<file path="src/core_sfr_pkg.sv">
package core_sfr_pkg;

    // ****************************************************
    // Register addresses in special register space
    // ****************************************************
    localparam logic [7:0] STACK_TOP_ADDR = 8'h81;
    localparam logic [7:0] POINTER_LOW_ADDR = 8'h82;
    localparam logic [7:0] POINTER_HIGH_ADDR = 8'h83;
    localparam logic [7:0] STATUS_WORD_ADDR = 8'hd0;
    localparam logic [7:0] PRIMARY_ADDR = 8'he0;
    localparam logic [7:0] SECONDARY_ADDR = 8'hf0;

    // ****************************************************
    // Reset values
    // ****************************************************
    localparam logic [7:0] STACK_TOP_RESET = 8'h07;
    localparam logic [7:0] POINTER_LOW_RESET = 8'h00;
    localparam logic [7:0] POINTER_HIGH_RESET = 8'h00;
    localparam logic [7:0] STATUS_WORD_RESET = 8'h00;
    localparam logic [7:0] PRIMARY_RESET = 8'h00;
    localparam logic [7:0] SECONDARY_RESET = 8'h00;

    // ****************************************************
    // Status word field positions
    // ****************************************************
    localparam int CARRY_POS = 7;
    localparam int HALF_CARRY_POS = 6;
    localparam int USER_A_POS = 5;
    localparam int BANK_HI_POS = 4;
    localparam int BANK_LO_POS = 3;
    localparam int RANGE_POS = 2;
    localparam int USER_B_POS = 1;
    localparam int PARITY_POS = 0;

    // Bit addresses with this bit set fall in special register space
    localparam int BIT_SPACE_POS = 7;

    typedef enum logic [2:0] {
        ARITH_NONE,
        ARITH_ADD,
        ARITH_ADDC,
        ARITH_SUBB,
        ARITH_MUL,
        ARITH_DIV
    } arith_op_type;

endpackage

</file>
<file path="src/arith_flag_unit.sv">
`timescale 1ns/1ns
module arith_flag_unit (
    input wire core_sfr_pkg::arith_op_type op_in,
    input wire logic [7:0] acc_in,
    input wire logic [7:0] b_in,
    input wire logic [7:0] operand_in,
    input wire logic carry_in,
    output logic [7:0] res_a_out,
    output logic [7:0] res_b_out,
    output logic b_write_out,
    output logic carry_out,
    output logic half_out,
    output logic range_out
);

    logic [8:0] full;
    logic [4:0] nib;
    logic [15:0] prod;
    logic cin;

    always_comb begin
        cin = (op_in == core_sfr_pkg::ARITH_ADDC || op_in == core_sfr_pkg::ARITH_SUBB) ? carry_in : 1'b0;
        full = 9'h000;
        nib = 5'h00;
        prod = acc_in * b_in;
        res_a_out = acc_in;
        res_b_out = b_in;
        b_write_out = 1'b0;
        carry_out = carry_in;
        half_out = 1'b0;
        range_out = 1'b0;
        unique case (op_in)
            core_sfr_pkg::ARITH_ADD, core_sfr_pkg::ARITH_ADDC: begin
                full = {1'b0, acc_in} + {1'b0, operand_in} + {8'h00, cin};
                nib = {1'b0, acc_in[3:0]} + {1'b0, operand_in[3:0]} + {4'h0, cin};
                res_a_out = full[7:0];
                carry_out = full[8];
                half_out = nib[4];
                range_out = (acc_in[7] == operand_in[7]) && (full[7] != acc_in[7]);
            end
            core_sfr_pkg::ARITH_SUBB: begin
                // Borrow appears as the ninth bit of the wrapped difference
                full = {1'b0, acc_in} - {1'b0, operand_in} - {8'h00, cin};
                nib = {1'b0, acc_in[3:0]} - {1'b0, operand_in[3:0]} - {4'h0, cin};
                res_a_out = full[7:0];
                carry_out = full[8];
                half_out = nib[4];
                range_out = (acc_in[7] != operand_in[7]) && (full[7] != acc_in[7]);
            end
            core_sfr_pkg::ARITH_MUL: begin
                res_a_out = prod[7:0];
                res_b_out = prod[15:8];
                b_write_out = 1'b1;
                carry_out = 1'b0;
                range_out = |prod[15:8];
            end
            core_sfr_pkg::ARITH_DIV: begin
                carry_out = 1'b0;
                // Zero divisor leaves both operands unchanged
                if (b_in == 8'h00) begin
                    range_out = 1'b1;
                end else begin
                    res_a_out = acc_in / b_in;
                    res_b_out = acc_in % b_in;
                    b_write_out = 1'b1;
                end
            end
            core_sfr_pkg::ARITH_NONE: begin
                carry_out = carry_in;
            end
        endcase
    end

endmodule

</file>
<file path="src/core_special_registers.sv">
`timescale 1ns/1ns
module core_special_registers (
    input wire logic core_clk_in,
    input wire logic rst_in,
    input wire logic [7:0] sfr_addr_in,
    input wire logic sfr_wr_in,
    input wire logic [7:0] sfr_wdata_in,
    input wire logic sfr_rd_in,
    output logic [7:0] sfr_rdata_out,
    output logic sfr_hit_out,
    input wire logic [7:0] bit_addr_in,
    input wire logic bit_wr_in,
    input wire logic bit_wdata_in,
    input wire logic bit_rd_in,
    output logic bit_rdata_out,
    input wire logic push_in,
    input wire logic pop_in,
    output logic [7:0] stack_top_out,
    input wire logic pointer_inc_in,
    output logic [15:0] indirect_pointer_out,
    input wire core_sfr_pkg::arith_op_type arith_op_in,
    input wire logic [7:0] arith_operand_in,
    output logic [7:0] primary_working_reg_out,
    output logic [7:0] secondary_working_reg_out,
    output logic [7:0] program_status_word_out,
    input wire logic [2:0] working_reg_sel_in,
    output logic [7:0] working_reg_addr_out
);

    // ****************************************************
    // Storage
    // ****************************************************
    logic [7:0] stack_top_pointer_r;
    logic [7:0] stack_top_pointer_nxt;
    logic [7:0] indirect_pointer_low_r;
    logic [7:0] indirect_pointer_low_nxt;
    logic [7:0] indirect_pointer_high_r;
    logic [7:0] indirect_pointer_high_nxt;
    logic [7:0] program_status_word_r;
    logic [7:0] program_status_word_nxt;
    logic [7:0] primary_working_reg_r;
    logic [7:0] primary_working_reg_nxt;
    logic [7:0] secondary_working_reg_r;
    logic [7:0] secondary_working_reg_nxt;
    logic [7:0] sfr_rdata_r;
    logic bit_rdata_r;

    // ****************************************************
    // Address decode
    // ****************************************************
    // Reads of unassigned addresses return zero and never disturb state
    function automatic logic [7:0] read_sfr(
        input logic [7:0] addr,
        input logic [7:0] sp,
        input logic [7:0] lo,
        input logic [7:0] hi,
        input logic [7:0] program_status_word,
        input logic [7:0] acc,
        input logic [7:0] b
    );
        logic [7:0] val;
        val = 8'h00;
        unique case (addr)
            core_sfr_pkg::STACK_TOP_ADDR: val = sp;
            core_sfr_pkg::POINTER_LOW_ADDR: val = lo;
            core_sfr_pkg::POINTER_HIGH_ADDR: val = hi;
            core_sfr_pkg::STATUS_WORD_ADDR: val = program_status_word;
            core_sfr_pkg::PRIMARY_ADDR: val = acc;
            core_sfr_pkg::SECONDARY_ADDR: val = b;
            default: val = 8'h00;
        endcase
        return val;
    endfunction

    wire logic [7:0] bit_byte_addr = {bit_addr_in[7:3], 3'b000};
    wire logic bit_in_sfr_space = bit_addr_in[core_sfr_pkg::BIT_SPACE_POS];
    // Only the status word and the two working registers take single-bit access
    wire logic bit_target_ok = bit_in_sfr_space &&
        (bit_byte_addr == core_sfr_pkg::STATUS_WORD_ADDR ||
         bit_byte_addr == core_sfr_pkg::PRIMARY_ADDR ||
         bit_byte_addr == core_sfr_pkg::SECONDARY_ADDR);
    wire logic [7:0] bit_mask = 8'h01 << bit_addr_in[2:0];
    wire logic [7:0] bit_byte_val = read_sfr(bit_byte_addr, stack_top_pointer_r, indirect_pointer_low_r,
        indirect_pointer_high_r, program_status_word_r, primary_working_reg_r, secondary_working_reg_r);
    wire logic [7:0] bit_merged = (bit_byte_val & ~bit_mask) | (bit_wdata_in ? bit_mask : 8'h00);

    // A byte write takes precedence over a bit write in the same cycle
    wire logic wr_en = sfr_wr_in | (bit_wr_in & bit_target_ok);
    wire logic [7:0] wr_addr = sfr_wr_in ? sfr_addr_in : bit_byte_addr;
    wire logic [7:0] wr_data = sfr_wr_in ? sfr_wdata_in : bit_merged;

    wire logic wr_stack = wr_en && wr_addr == core_sfr_pkg::STACK_TOP_ADDR;
    wire logic wr_low = wr_en && wr_addr == core_sfr_pkg::POINTER_LOW_ADDR;
    wire logic wr_high = wr_en && wr_addr == core_sfr_pkg::POINTER_HIGH_ADDR;
    wire logic wr_status = wr_en && wr_addr == core_sfr_pkg::STATUS_WORD_ADDR;
    wire logic wr_primary = wr_en && wr_addr == core_sfr_pkg::PRIMARY_ADDR;
    wire logic wr_secondary = wr_en && wr_addr == core_sfr_pkg::SECONDARY_ADDR;

    // No page input exists: every register answers on all pages
    assign sfr_hit_out = sfr_addr_in == core_sfr_pkg::STACK_TOP_ADDR ||
        sfr_addr_in == core_sfr_pkg::POINTER_LOW_ADDR ||
        sfr_addr_in == core_sfr_pkg::POINTER_HIGH_ADDR ||
        sfr_addr_in == core_sfr_pkg::STATUS_WORD_ADDR ||
        sfr_addr_in == core_sfr_pkg::PRIMARY_ADDR ||
        sfr_addr_in == core_sfr_pkg::SECONDARY_ADDR;

    // ****************************************************
    // Arithmetic flag unit
    // ****************************************************
    logic [7:0] arith_res_a;
    logic [7:0] arith_res_b;
    logic arith_b_write;
    logic arith_carry;
    logic arith_half;
    logic arith_range;

    arith_flag_unit u_arith (
        .op_in(arith_op_in),
        .acc_in(primary_working_reg_r),
        .b_in(secondary_working_reg_r),
        .operand_in(arith_operand_in),
        .carry_in(program_status_word_r[core_sfr_pkg::CARRY_POS]),
        .res_a_out(arith_res_a),
        .res_b_out(arith_res_b),
        .b_write_out(arith_b_write),
        .carry_out(arith_carry),
        .half_out(arith_half),
        .range_out(arith_range)
    );

    wire logic arith_active = arith_op_in != core_sfr_pkg::ARITH_NONE;

    // ****************************************************
    // Next-state logic
    // ****************************************************
    // Register writes land after arithmetic results, so software wins a collision
    always_comb begin
        primary_working_reg_nxt = primary_working_reg_r;
        if (arith_active) begin
            primary_working_reg_nxt = arith_res_a;
        end
        if (wr_primary) begin
            primary_working_reg_nxt = wr_data;
        end
    end

    always_comb begin
        secondary_working_reg_nxt = secondary_working_reg_r;
        if (arith_active && arith_b_write) begin
            secondary_working_reg_nxt = arith_res_b;
        end
        if (wr_secondary) begin
            secondary_working_reg_nxt = wr_data;
        end
    end

    always_comb begin
        program_status_word_nxt = program_status_word_r;
        if (arith_active) begin
            program_status_word_nxt[core_sfr_pkg::CARRY_POS] = arith_carry;
            program_status_word_nxt[core_sfr_pkg::HALF_CARRY_POS] = arith_half;
            // Flag unit reports all overflow causes and clears otherwise
            program_status_word_nxt[core_sfr_pkg::RANGE_POS] = arith_range;
        end
        // User flags and bank select change only through register writes
        if (wr_status) begin
            program_status_word_nxt[7:1] = wr_data[7:1];
        end
        // Parity is rebuilt from the accumulator, so a written value never sticks
        program_status_word_nxt[core_sfr_pkg::PARITY_POS] = ^primary_working_reg_nxt;
    end

    always_comb begin
        stack_top_pointer_nxt = stack_top_pointer_r;
        if (push_in && !pop_in) begin
            stack_top_pointer_nxt = stack_top_pointer_r + 8'h01;
        end else if (pop_in && !push_in) begin
            stack_top_pointer_nxt = stack_top_pointer_r - 8'h01;
        end
        if (wr_stack) begin
            stack_top_pointer_nxt = wr_data;
        end
    end

    wire logic [15:0] pointer_plus_one = {indirect_pointer_high_r, indirect_pointer_low_r} + 16'h0001;

    always_comb begin
        indirect_pointer_low_nxt = indirect_pointer_low_r;
        indirect_pointer_high_nxt = indirect_pointer_high_r;
        if (pointer_inc_in) begin
            indirect_pointer_low_nxt = pointer_plus_one[7:0];
            indirect_pointer_high_nxt = pointer_plus_one[15:8];
        end
        if (wr_low) begin
            indirect_pointer_low_nxt = wr_data;
        end
        if (wr_high) begin
            indirect_pointer_high_nxt = wr_data;
        end
    end

    // ****************************************************
    // Registers
    // ****************************************************
    always_ff @(posedge core_clk_in) begin
        if (rst_in) begin
            stack_top_pointer_r <= core_sfr_pkg::STACK_TOP_RESET;
            indirect_pointer_low_r <= core_sfr_pkg::POINTER_LOW_RESET;
            indirect_pointer_high_r <= core_sfr_pkg::POINTER_HIGH_RESET;
            program_status_word_r <= core_sfr_pkg::STATUS_WORD_RESET;
            primary_working_reg_r <= core_sfr_pkg::PRIMARY_RESET;
            secondary_working_reg_r <= core_sfr_pkg::SECONDARY_RESET;
        end else begin
            stack_top_pointer_r <= stack_top_pointer_nxt;
            indirect_pointer_low_r <= indirect_pointer_low_nxt;
            indirect_pointer_high_r <= indirect_pointer_high_nxt;
            program_status_word_r <= program_status_word_nxt;
            primary_working_reg_r <= primary_working_reg_nxt;
            secondary_working_reg_r <= secondary_working_reg_nxt;
        end
    end

    // Read data shows the register contents before any write of the same cycle
    always_ff @(posedge core_clk_in) begin
        if (rst_in) begin
            sfr_rdata_r <= 8'h00;
            bit_rdata_r <= 1'b0;
        end else begin
            if (sfr_rd_in) begin
                sfr_rdata_r <= read_sfr(sfr_addr_in, stack_top_pointer_r, indirect_pointer_low_r,
                    indirect_pointer_high_r, program_status_word_r, primary_working_reg_r,
                    secondary_working_reg_r);
            end
            if (bit_rd_in) begin
                bit_rdata_r <= bit_target_ok & bit_byte_val[bit_addr_in[2:0]];
            end
        end
    end

    // ****************************************************
    // Outputs
    // ****************************************************
    assign sfr_rdata_out = sfr_rdata_r;
    assign bit_rdata_out = bit_rdata_r;
    assign stack_top_out = stack_top_pointer_r;
    assign indirect_pointer_out = {indirect_pointer_high_r, indirect_pointer_low_r};
    assign primary_working_reg_out = primary_working_reg_r;
    assign secondary_working_reg_out = secondary_working_reg_r;
    assign program_status_word_out = program_status_word_r;
    // Bank number times eight plus the register number
    assign working_reg_addr_out = {3'b000, program_status_word_r[core_sfr_pkg::BANK_HI_POS],
        program_status_word_r[core_sfr_pkg::BANK_LO_POS], working_reg_sel_in};

endmodule

</file>
<file path="config.mk">
export PLATFORM = sky130hd
export DESIGN_NAME = core_special_registers
export DESIGN_NICKNAME = d
export VERILOG_FILES = /design/src/core_sfr_pkg.sv /design/src/arith_flag_unit.sv /design/src/core_special_registers.sv
export SDC_FILE = /design/constraint.sdc
export NUM_CORES = 1
export LEC_CHECK = 0
export BUFFER_PORTS_ARGS = -buffer_cell sky130_fd_sc_hd__buf_2
export CORE_MARGIN = 5
export CORE_UTILIZATION = 55
export CTS_CLUSTER_SIZE = 12
export DETAILED_ROUTE_END_ITERATION = 7
export GPL_TIMING_DRIVEN = 0
export PLACE_DENSITY = 0.77
export SLEW_MARGIN = 10
export SYNTH_ARGS = -nofsm -noshare
export SYNTH_HDL_FRONTEND = slang
export SYNTH_SLANG_ARGS = --single-unit
</file>
<file path="constraint.sdc">
create_clock -name core_clk_in -period 21.9 [get_ports core_clk_in]
set_input_delay 4.38 -clock core_clk_in [delete_from_list [all_inputs] [get_ports core_clk_in]]
set_output_delay 4.38 -clock core_clk_in [all_outputs]
set_load 0.05 [all_outputs]
</file>
==> impl_metrics.py, run 1 <==
metrics = {
    "clocking": {
        "clk_pin_slew_ps": 60,
        "cts_sinks": 57,
        "clockBufferDepth": 2,
        "post_cts_buffers": 0,
        "cts_buffers": 9,
        "cts_resized": 0,
        "ctsHoldBuffers": 0,
        "cts_tree": "yes",
        "htreeDepth": 3,
        "cts_root_buf": "clkbuf_16",
        "clk_latency_ps": 330,
    },
    "synth": {
        "synth_common_cells": "nor2_1, ha_1, nand2_1",
        "synthArstFlopShare_pct": 0,
        "synth.distinct_cells": 87,
        "synth_ff_type": "dfxtp_1",
        "synth_most_common_cell": "nor2_1",
        "ys_ff_latch": 57,
        "ys.warnings.count": 0,
        "ys_seq_area_share_pct": 12.7,
        "synthesis.area_um2": 9010,
        "yosysTopAreaCell": "ha_1",
        "ys_top_cells_by_area": "ha_1, dfxtp_1, fa_1",
        "synth_enable_flop_cells": 0,
        "synth_top_area_share_pct": 14.6,
        "postSynthAreaPerCell_um2": 7.67,
        "postSynthCellCount": 1175,
    },
    "timing": {
        "post-route-period-util_pct": 65.9,
        "min_period_ps": 14430,
        "clock-skew-final_ps": 7.90,
        "maxSlewViolCount": 0,
        "max_slew.worst_pin.slew_ps": 1140,
        "finalSetupViolCount": 0,
        "fmax_mhz": 69.3,
        "finalHoldViolCount": 0,
        "setup-tns-final_ps": 0,
        "rsz0062_at_grt": "false",
        "relSlewSlack_pct": 21.6,
    },
    "critical_path": {
        "max_stage_delay_ps": 970,
        "cp_top_family": "compound AO/OA/AOI/OAI gates",
        "path_buf_inv": 4,
        "end_kind": "flop",
        "reg2reg_from": "secondary_working_reg_out[0]$_SDFFE_PP0P_",
        "cpMostUsedCell": "ha_1",
        "startpoint": "secondary_working_reg_out[0]$_SDFFE_PP0P_",
        "required_ps": 22080,
        "r2r.worst_path.cells": 47,
        "start_kind": "flop",
        "cp.arrival_ps": 14620,
        "critPathKind": "reg2reg",
        "r2r_slack_ps": 7470,
        "crit_path_top_delay_cell": "o31ai_1",
        "r2r-end": "secondary_working_reg_out[4]$_SDFFE_PP0P_",
        "crit_path_max_fanout": 10,
    },
    "min_path": {
        "hold_depth": 2,
        "min-delay-path-class": "reg2reg",
        "min_from": "sfr_rdata_out[6]$_SDFFE_PP0P_",
        "holdPathEnd": "sfr_rdata_out[6]$_SDFFE_PP0P_",
    },
    "global_route": {
        "grt_pass1_wl_mm": 48.6,
        "antenna_found_initial": 0,
        "grt_overflow_total": 0,
        "first_global_vias": 9010,
        "grt_max_degree": 16,
        "grt_use_total_pct": 31.0,
    },
    "route": {
        "wire_per_inst_um": 20.3,
        "routed_wl_mm": 30.6,
        "viasPerCell": 6.28,
        "ant_nets": 0,
        "drt_iter0_markers": 959,
        "drc_errors": 0,
        "first_pass_iters": 8,
        "num_vias": 9493,
    },
    "place": {
        "postPlaceCellArea_um2": 9800,
        "place_congestion": 0.974,
        "dp_cells": 1495,
        "placement.io_buffers": 102,
        "dp_hpwl_mm": 23.9,
    },
    "run_status": {
        "status": "finished, final reports clean",
    },
    "floorplan": {
        "start_util_pct": 56.3,
        "core.rowCount": 46,
        "die-area_um2": 19000,
        "core_area_um2": 16000,
        "ioPinCount": 114,
        "die_x_um": 138,
        "die_y_um": 138,
    },
    "job": {
        "max_cap_viol_count": 0,
    },
    "layout": {
        "diodes": 0,
        "final_util_pct": 63.4,
        "syn_to_final_growth_pct": 12.6,
        "fin_cells": 1511,
        "final_area_um2": 10100,
        "drive_gt1_share_pct": 14.5,
        "final_nets": 1485,
    },
}
[through the flow]
stage	setup slack [ps]	hold slack [ps]
after floorplan	10220	689
after global placement	8070	479
after detailed placement	7870	485
after CTS	7800	499
after global routing	6550	525
final	7470	491
[worst max path at each step]
stage / cells past startpoint / slack [ps] / endpoint
floorplan: 47 / 10220 / secondary_working_reg_out[4]$_SDFFE_PP0P_
global placement: 46 / 8070 / secondary_working_reg_out[4]$_SDFFE_PP0P_
detailed placement: 47 / 7870 / secondary_working_reg_out[4]$_SDFFE_PP0P_
CTS: 47 / 7800 / secondary_working_reg_out[4]$_SDFFE_PP0P_
global route: 47 / 6550 / secondary_working_reg_out[4]$_SDFFE_PP0P_
finish: 47 / 7470 / secondary_working_reg_out[4]$_SDFFE_PP0P_
[layer usage]
layer | vias to the layer above | track usage [%] | part of all wire, %
met2 | 540 | 47.9 | 44
li1 | 4410 | - | -
met3 | 107 | 6.83 | 11
met1 | 4436 | 42.1 | 41
met5 | - | 0 | 0
met4 | 0 | 12.5 | 4.4
[cell type report]
class | count | area (um^2)
buffer | 70 | 314
sequential | 57 | 1140
tap | 216 | 270
fill | 1505 | 5850
timing repair buffer | 102 | 510
inverter | 97 | 364
clock buffer | 10 | 239
multi-input combinational | 953 | 7200
clock inverter | 6 | 105
[cells in the final DEF, fill, tap and decap left out, drive strengths merged, types with 44 or more instances in the layout]
cell type / netlist / layout
o21ai: 56 / 56
dfxtp: 57 / 57
nand2: 104 / 104
inv: 92 / 92
ha: 105 / 105
xnor2: 44 / 44
clkbuf: 49 / 59
buf: 21 / 123
nor2: 134 / 134
a21oi: 75 / 75
[sequential cells by signal (all words and copies together) (netlist names)]
register / cells
indirect_pointer_high_r: 8
bit_rdata_out: 1
program_status_word_out: 8
indirect_pointer_low_r: 8
primary_working_reg_out: 8
secondary_working_reg_out: 8
stack_top_out: 8
sfr_rdata_out: 8
[worst reg2reg max path, delay by kind of cell (launching register included)]
| family | cells | cell delay, ps |
|---|---|---|
| flops | 1 | 660 |
| fa+ha+maj | 8 | 2810 |
| simple gates | 8 | 2090 |
| compound gates | 24 | 6210 |
| mux | 3 | 1060 |
| buf+inv | 4 | 1440 |
[cells by family after synthesis]
logic type	Yosys count	share of synthesized area [%]
AND/OR/NAND/NOR	381	19.9
AO/OA/AOI/OAI	320	24.8
buffers and inverters	167	7.52
adder cells (fa/ha/maj)	147	23.9
XOR/XNOR	63	6.44
flip-flops	57	12.7
multiplexers	39	4.83
other	1	0.0416
Power of run 1 is not shown: default switching activity piles up to over one toggle a cycle in this logic, so the estimate is an artifact.
==> inputs of run 2 (changes only) <==
==> constraint.sdc (replaced) <==
create_clock -name core_clk_in -period 13.75 [get_ports core_clk_in]
set_input_delay 2.75 -clock core_clk_in [delete_from_list [all_inputs] [get_ports core_clk_in]]
set_output_delay 2.75 -clock core_clk_in [all_outputs]
set_load 0.05 [all_outputs]
==> impl_metrics.py, run 2 (synthesized netlist as in run 1, its figures left out) <==
metrics = {
    "timing": {
        "relSlewSlack_pct": 16.7,
        "finalHoldViolCount": 0,
        "min_period_ps": 13020,
        "max_slew.worst_pin.slew_ps": 1220,
        "clock-skew-final_ps": 8.18,
        "whs_ps": 495,
        "maxSlewViolCount": 0,
        "fin_ws_ps": 726,
        "fmax_mhz": 76.8,
        "finalSetupViolCount": 0,
        "post-route-period-util_pct": 94.7,
    },
    "floorplan": {
        "core_area_um2": 16000,
        "die-area_um2": 19000,
        "ioPinCount": 114,
        "core.rowCount": 46,
        "die_y_um": 138,
        "start_util_pct": 56.3,
        "die_x_um": 138,
    },
    "clocking": {
        "clk_latency_ps": 330,
        "cts_tree": "yes",
        "cts_root_buf": "clkbuf_16",
        "cts_sinks": 57,
        "htreeDepth": 3,
        "clockBufferDepth": 2,
        "cts_buffers": 9,
        "clk_pin_slew_ps": 60,
    },
    "route": {
        "viasPerCell": 6.32,
        "routed_wl_mm": 30.7,
        "num_vias": 9589,
        "first_pass_iters": 6,
        "drt_iter0_markers": 1007,
        "wire_per_inst_um": 20.2,
        "drc_errors": 0,
        "ant_nets": 0,
    },
    "place": {
        "dp_hpwl_mm": 23.9,
        "place_congestion": 0.974,
        "dp_slack_ps": -282,
        "postPlaceCellArea_um2": 9800,
        "placement.io_buffers": 102,
    },
    "global_route": {
        "grt_overflow_total": 0,
        "grt_pass1_wl_mm": 48.6,
        "grt_max_degree": 16,
        "first_global_vias": 9012,
        "antenna_found_initial": 0,
        "grt_use_total_pct": 31.0,
    },
    "critical_path": {
        "required_ps": 14020,
        "cp.arrival_ps": 13290,
        "cpMostUsedCell": "ha_1",
        "max_stage_delay_ps": 510,
        "crit_path_max_fanout": 10,
        "end_kind": "flop",
        "cp_top_family": "compound AO/OA/AOI/OAI gates",
        "start_kind": "flop",
        "critPathKind": "reg2reg",
        "crit_path_top_delay_cell": "dfxtp_2",
        "r2r_slack_ps": 730,
        "path_buf_inv": 4,
    },
    "layout": {
        "drive_gt1_share_pct": 15.6,
        "diodes": 0,
        "syn_to_final_growth_pct": 13.6,
        "layout_commonest_cell": "nor2_1",
        "final_util_pct": 64.0,
        "layout_common_cells": "nor2_1, buf_2, ha_1",
        "final_nets": 1492,
        "final_area_um2": 10200,
    },
    "job": {
        "max_cap_viol_count": 0,
    },
    "run_status": {
        "status": "finished, final reports clean",
    },
    "min_path": {
        "min-delay-path-class": "reg2reg",
    },
}
run 2: cell count changes in the layout (fill, tap and decap cells not counted), sizes merged:
cell,delta
buf,+7
clkinv,-1
clkinvlp,+1
run 2: final cells by class:
| type | instances | area (um^2) |
|---|---|---|
| tap | 216 | 270 |
| timing repair buffer | 109 | 563 |
| inverter | 97 | 368 |
| fill | 1491 | 5760 |
| clock buffer | 10 | 239 |
| buffer | 70 | 315 |
| clock inverter | 6 | 105 |
| sequential | 57 | 1140 |
| multi-input combinational | 953 | 7240 |
run 2: per-layer routing:
metal	routed length [um]	track usage, %	share of wire, %
met5	0	0	0
met4	1310	12.5	4.3
met3	3390	6.79	11
met2	13500	47.9	44
met1	12500	42.1	41
run 2: worst paths after layout:
path | cells after the start | end | start
max | 49 | program_status_word_out[0]$_SDFF_PP0_ | secondary_working_reg_out[0]$_SDFFE_PP0P_
min | 2 | sfr_rdata_out[6]$_SDFFE_PP0P_ | sfr_rdata_out[6]$_SDFFE_PP0P_
max reg2reg | 49 | program_status_word_out[0]$_SDFF_PP0_ | secondary_working_reg_out[0]$_SDFFE_PP0P_
min reg2reg | 2 | sfr_rdata_out[6]$_SDFFE_PP0P_ | sfr_rdata_out[6]$_SDFFE_PP0P_
run 2: worst min-delay path, stage by stage (launching register included):
cell	delay, ps
dfxtp_1	320
o21ai_0	70
nor2_1	80
run 2: metrics by stage:
step | instances | setup TNS (ps)
floorplan | 1177 | 0
finish | 1518 | 0
detailed placement | 1495 | -498
global route | 1518 | -62.7
global placement | 1495 | -83.5
CTS | 1511 | 0
run 2: timing repair:
action | in CTS | in global routing
setup buffers | 0 | 7
setup endpoints to repair | 3 | 10
gates resized for setup | 2 | 10
cloned | 0 | 0
hold buffers | 0 | 0
pin swaps | 0 | 1
Power of run 2 is left out for the same reason.
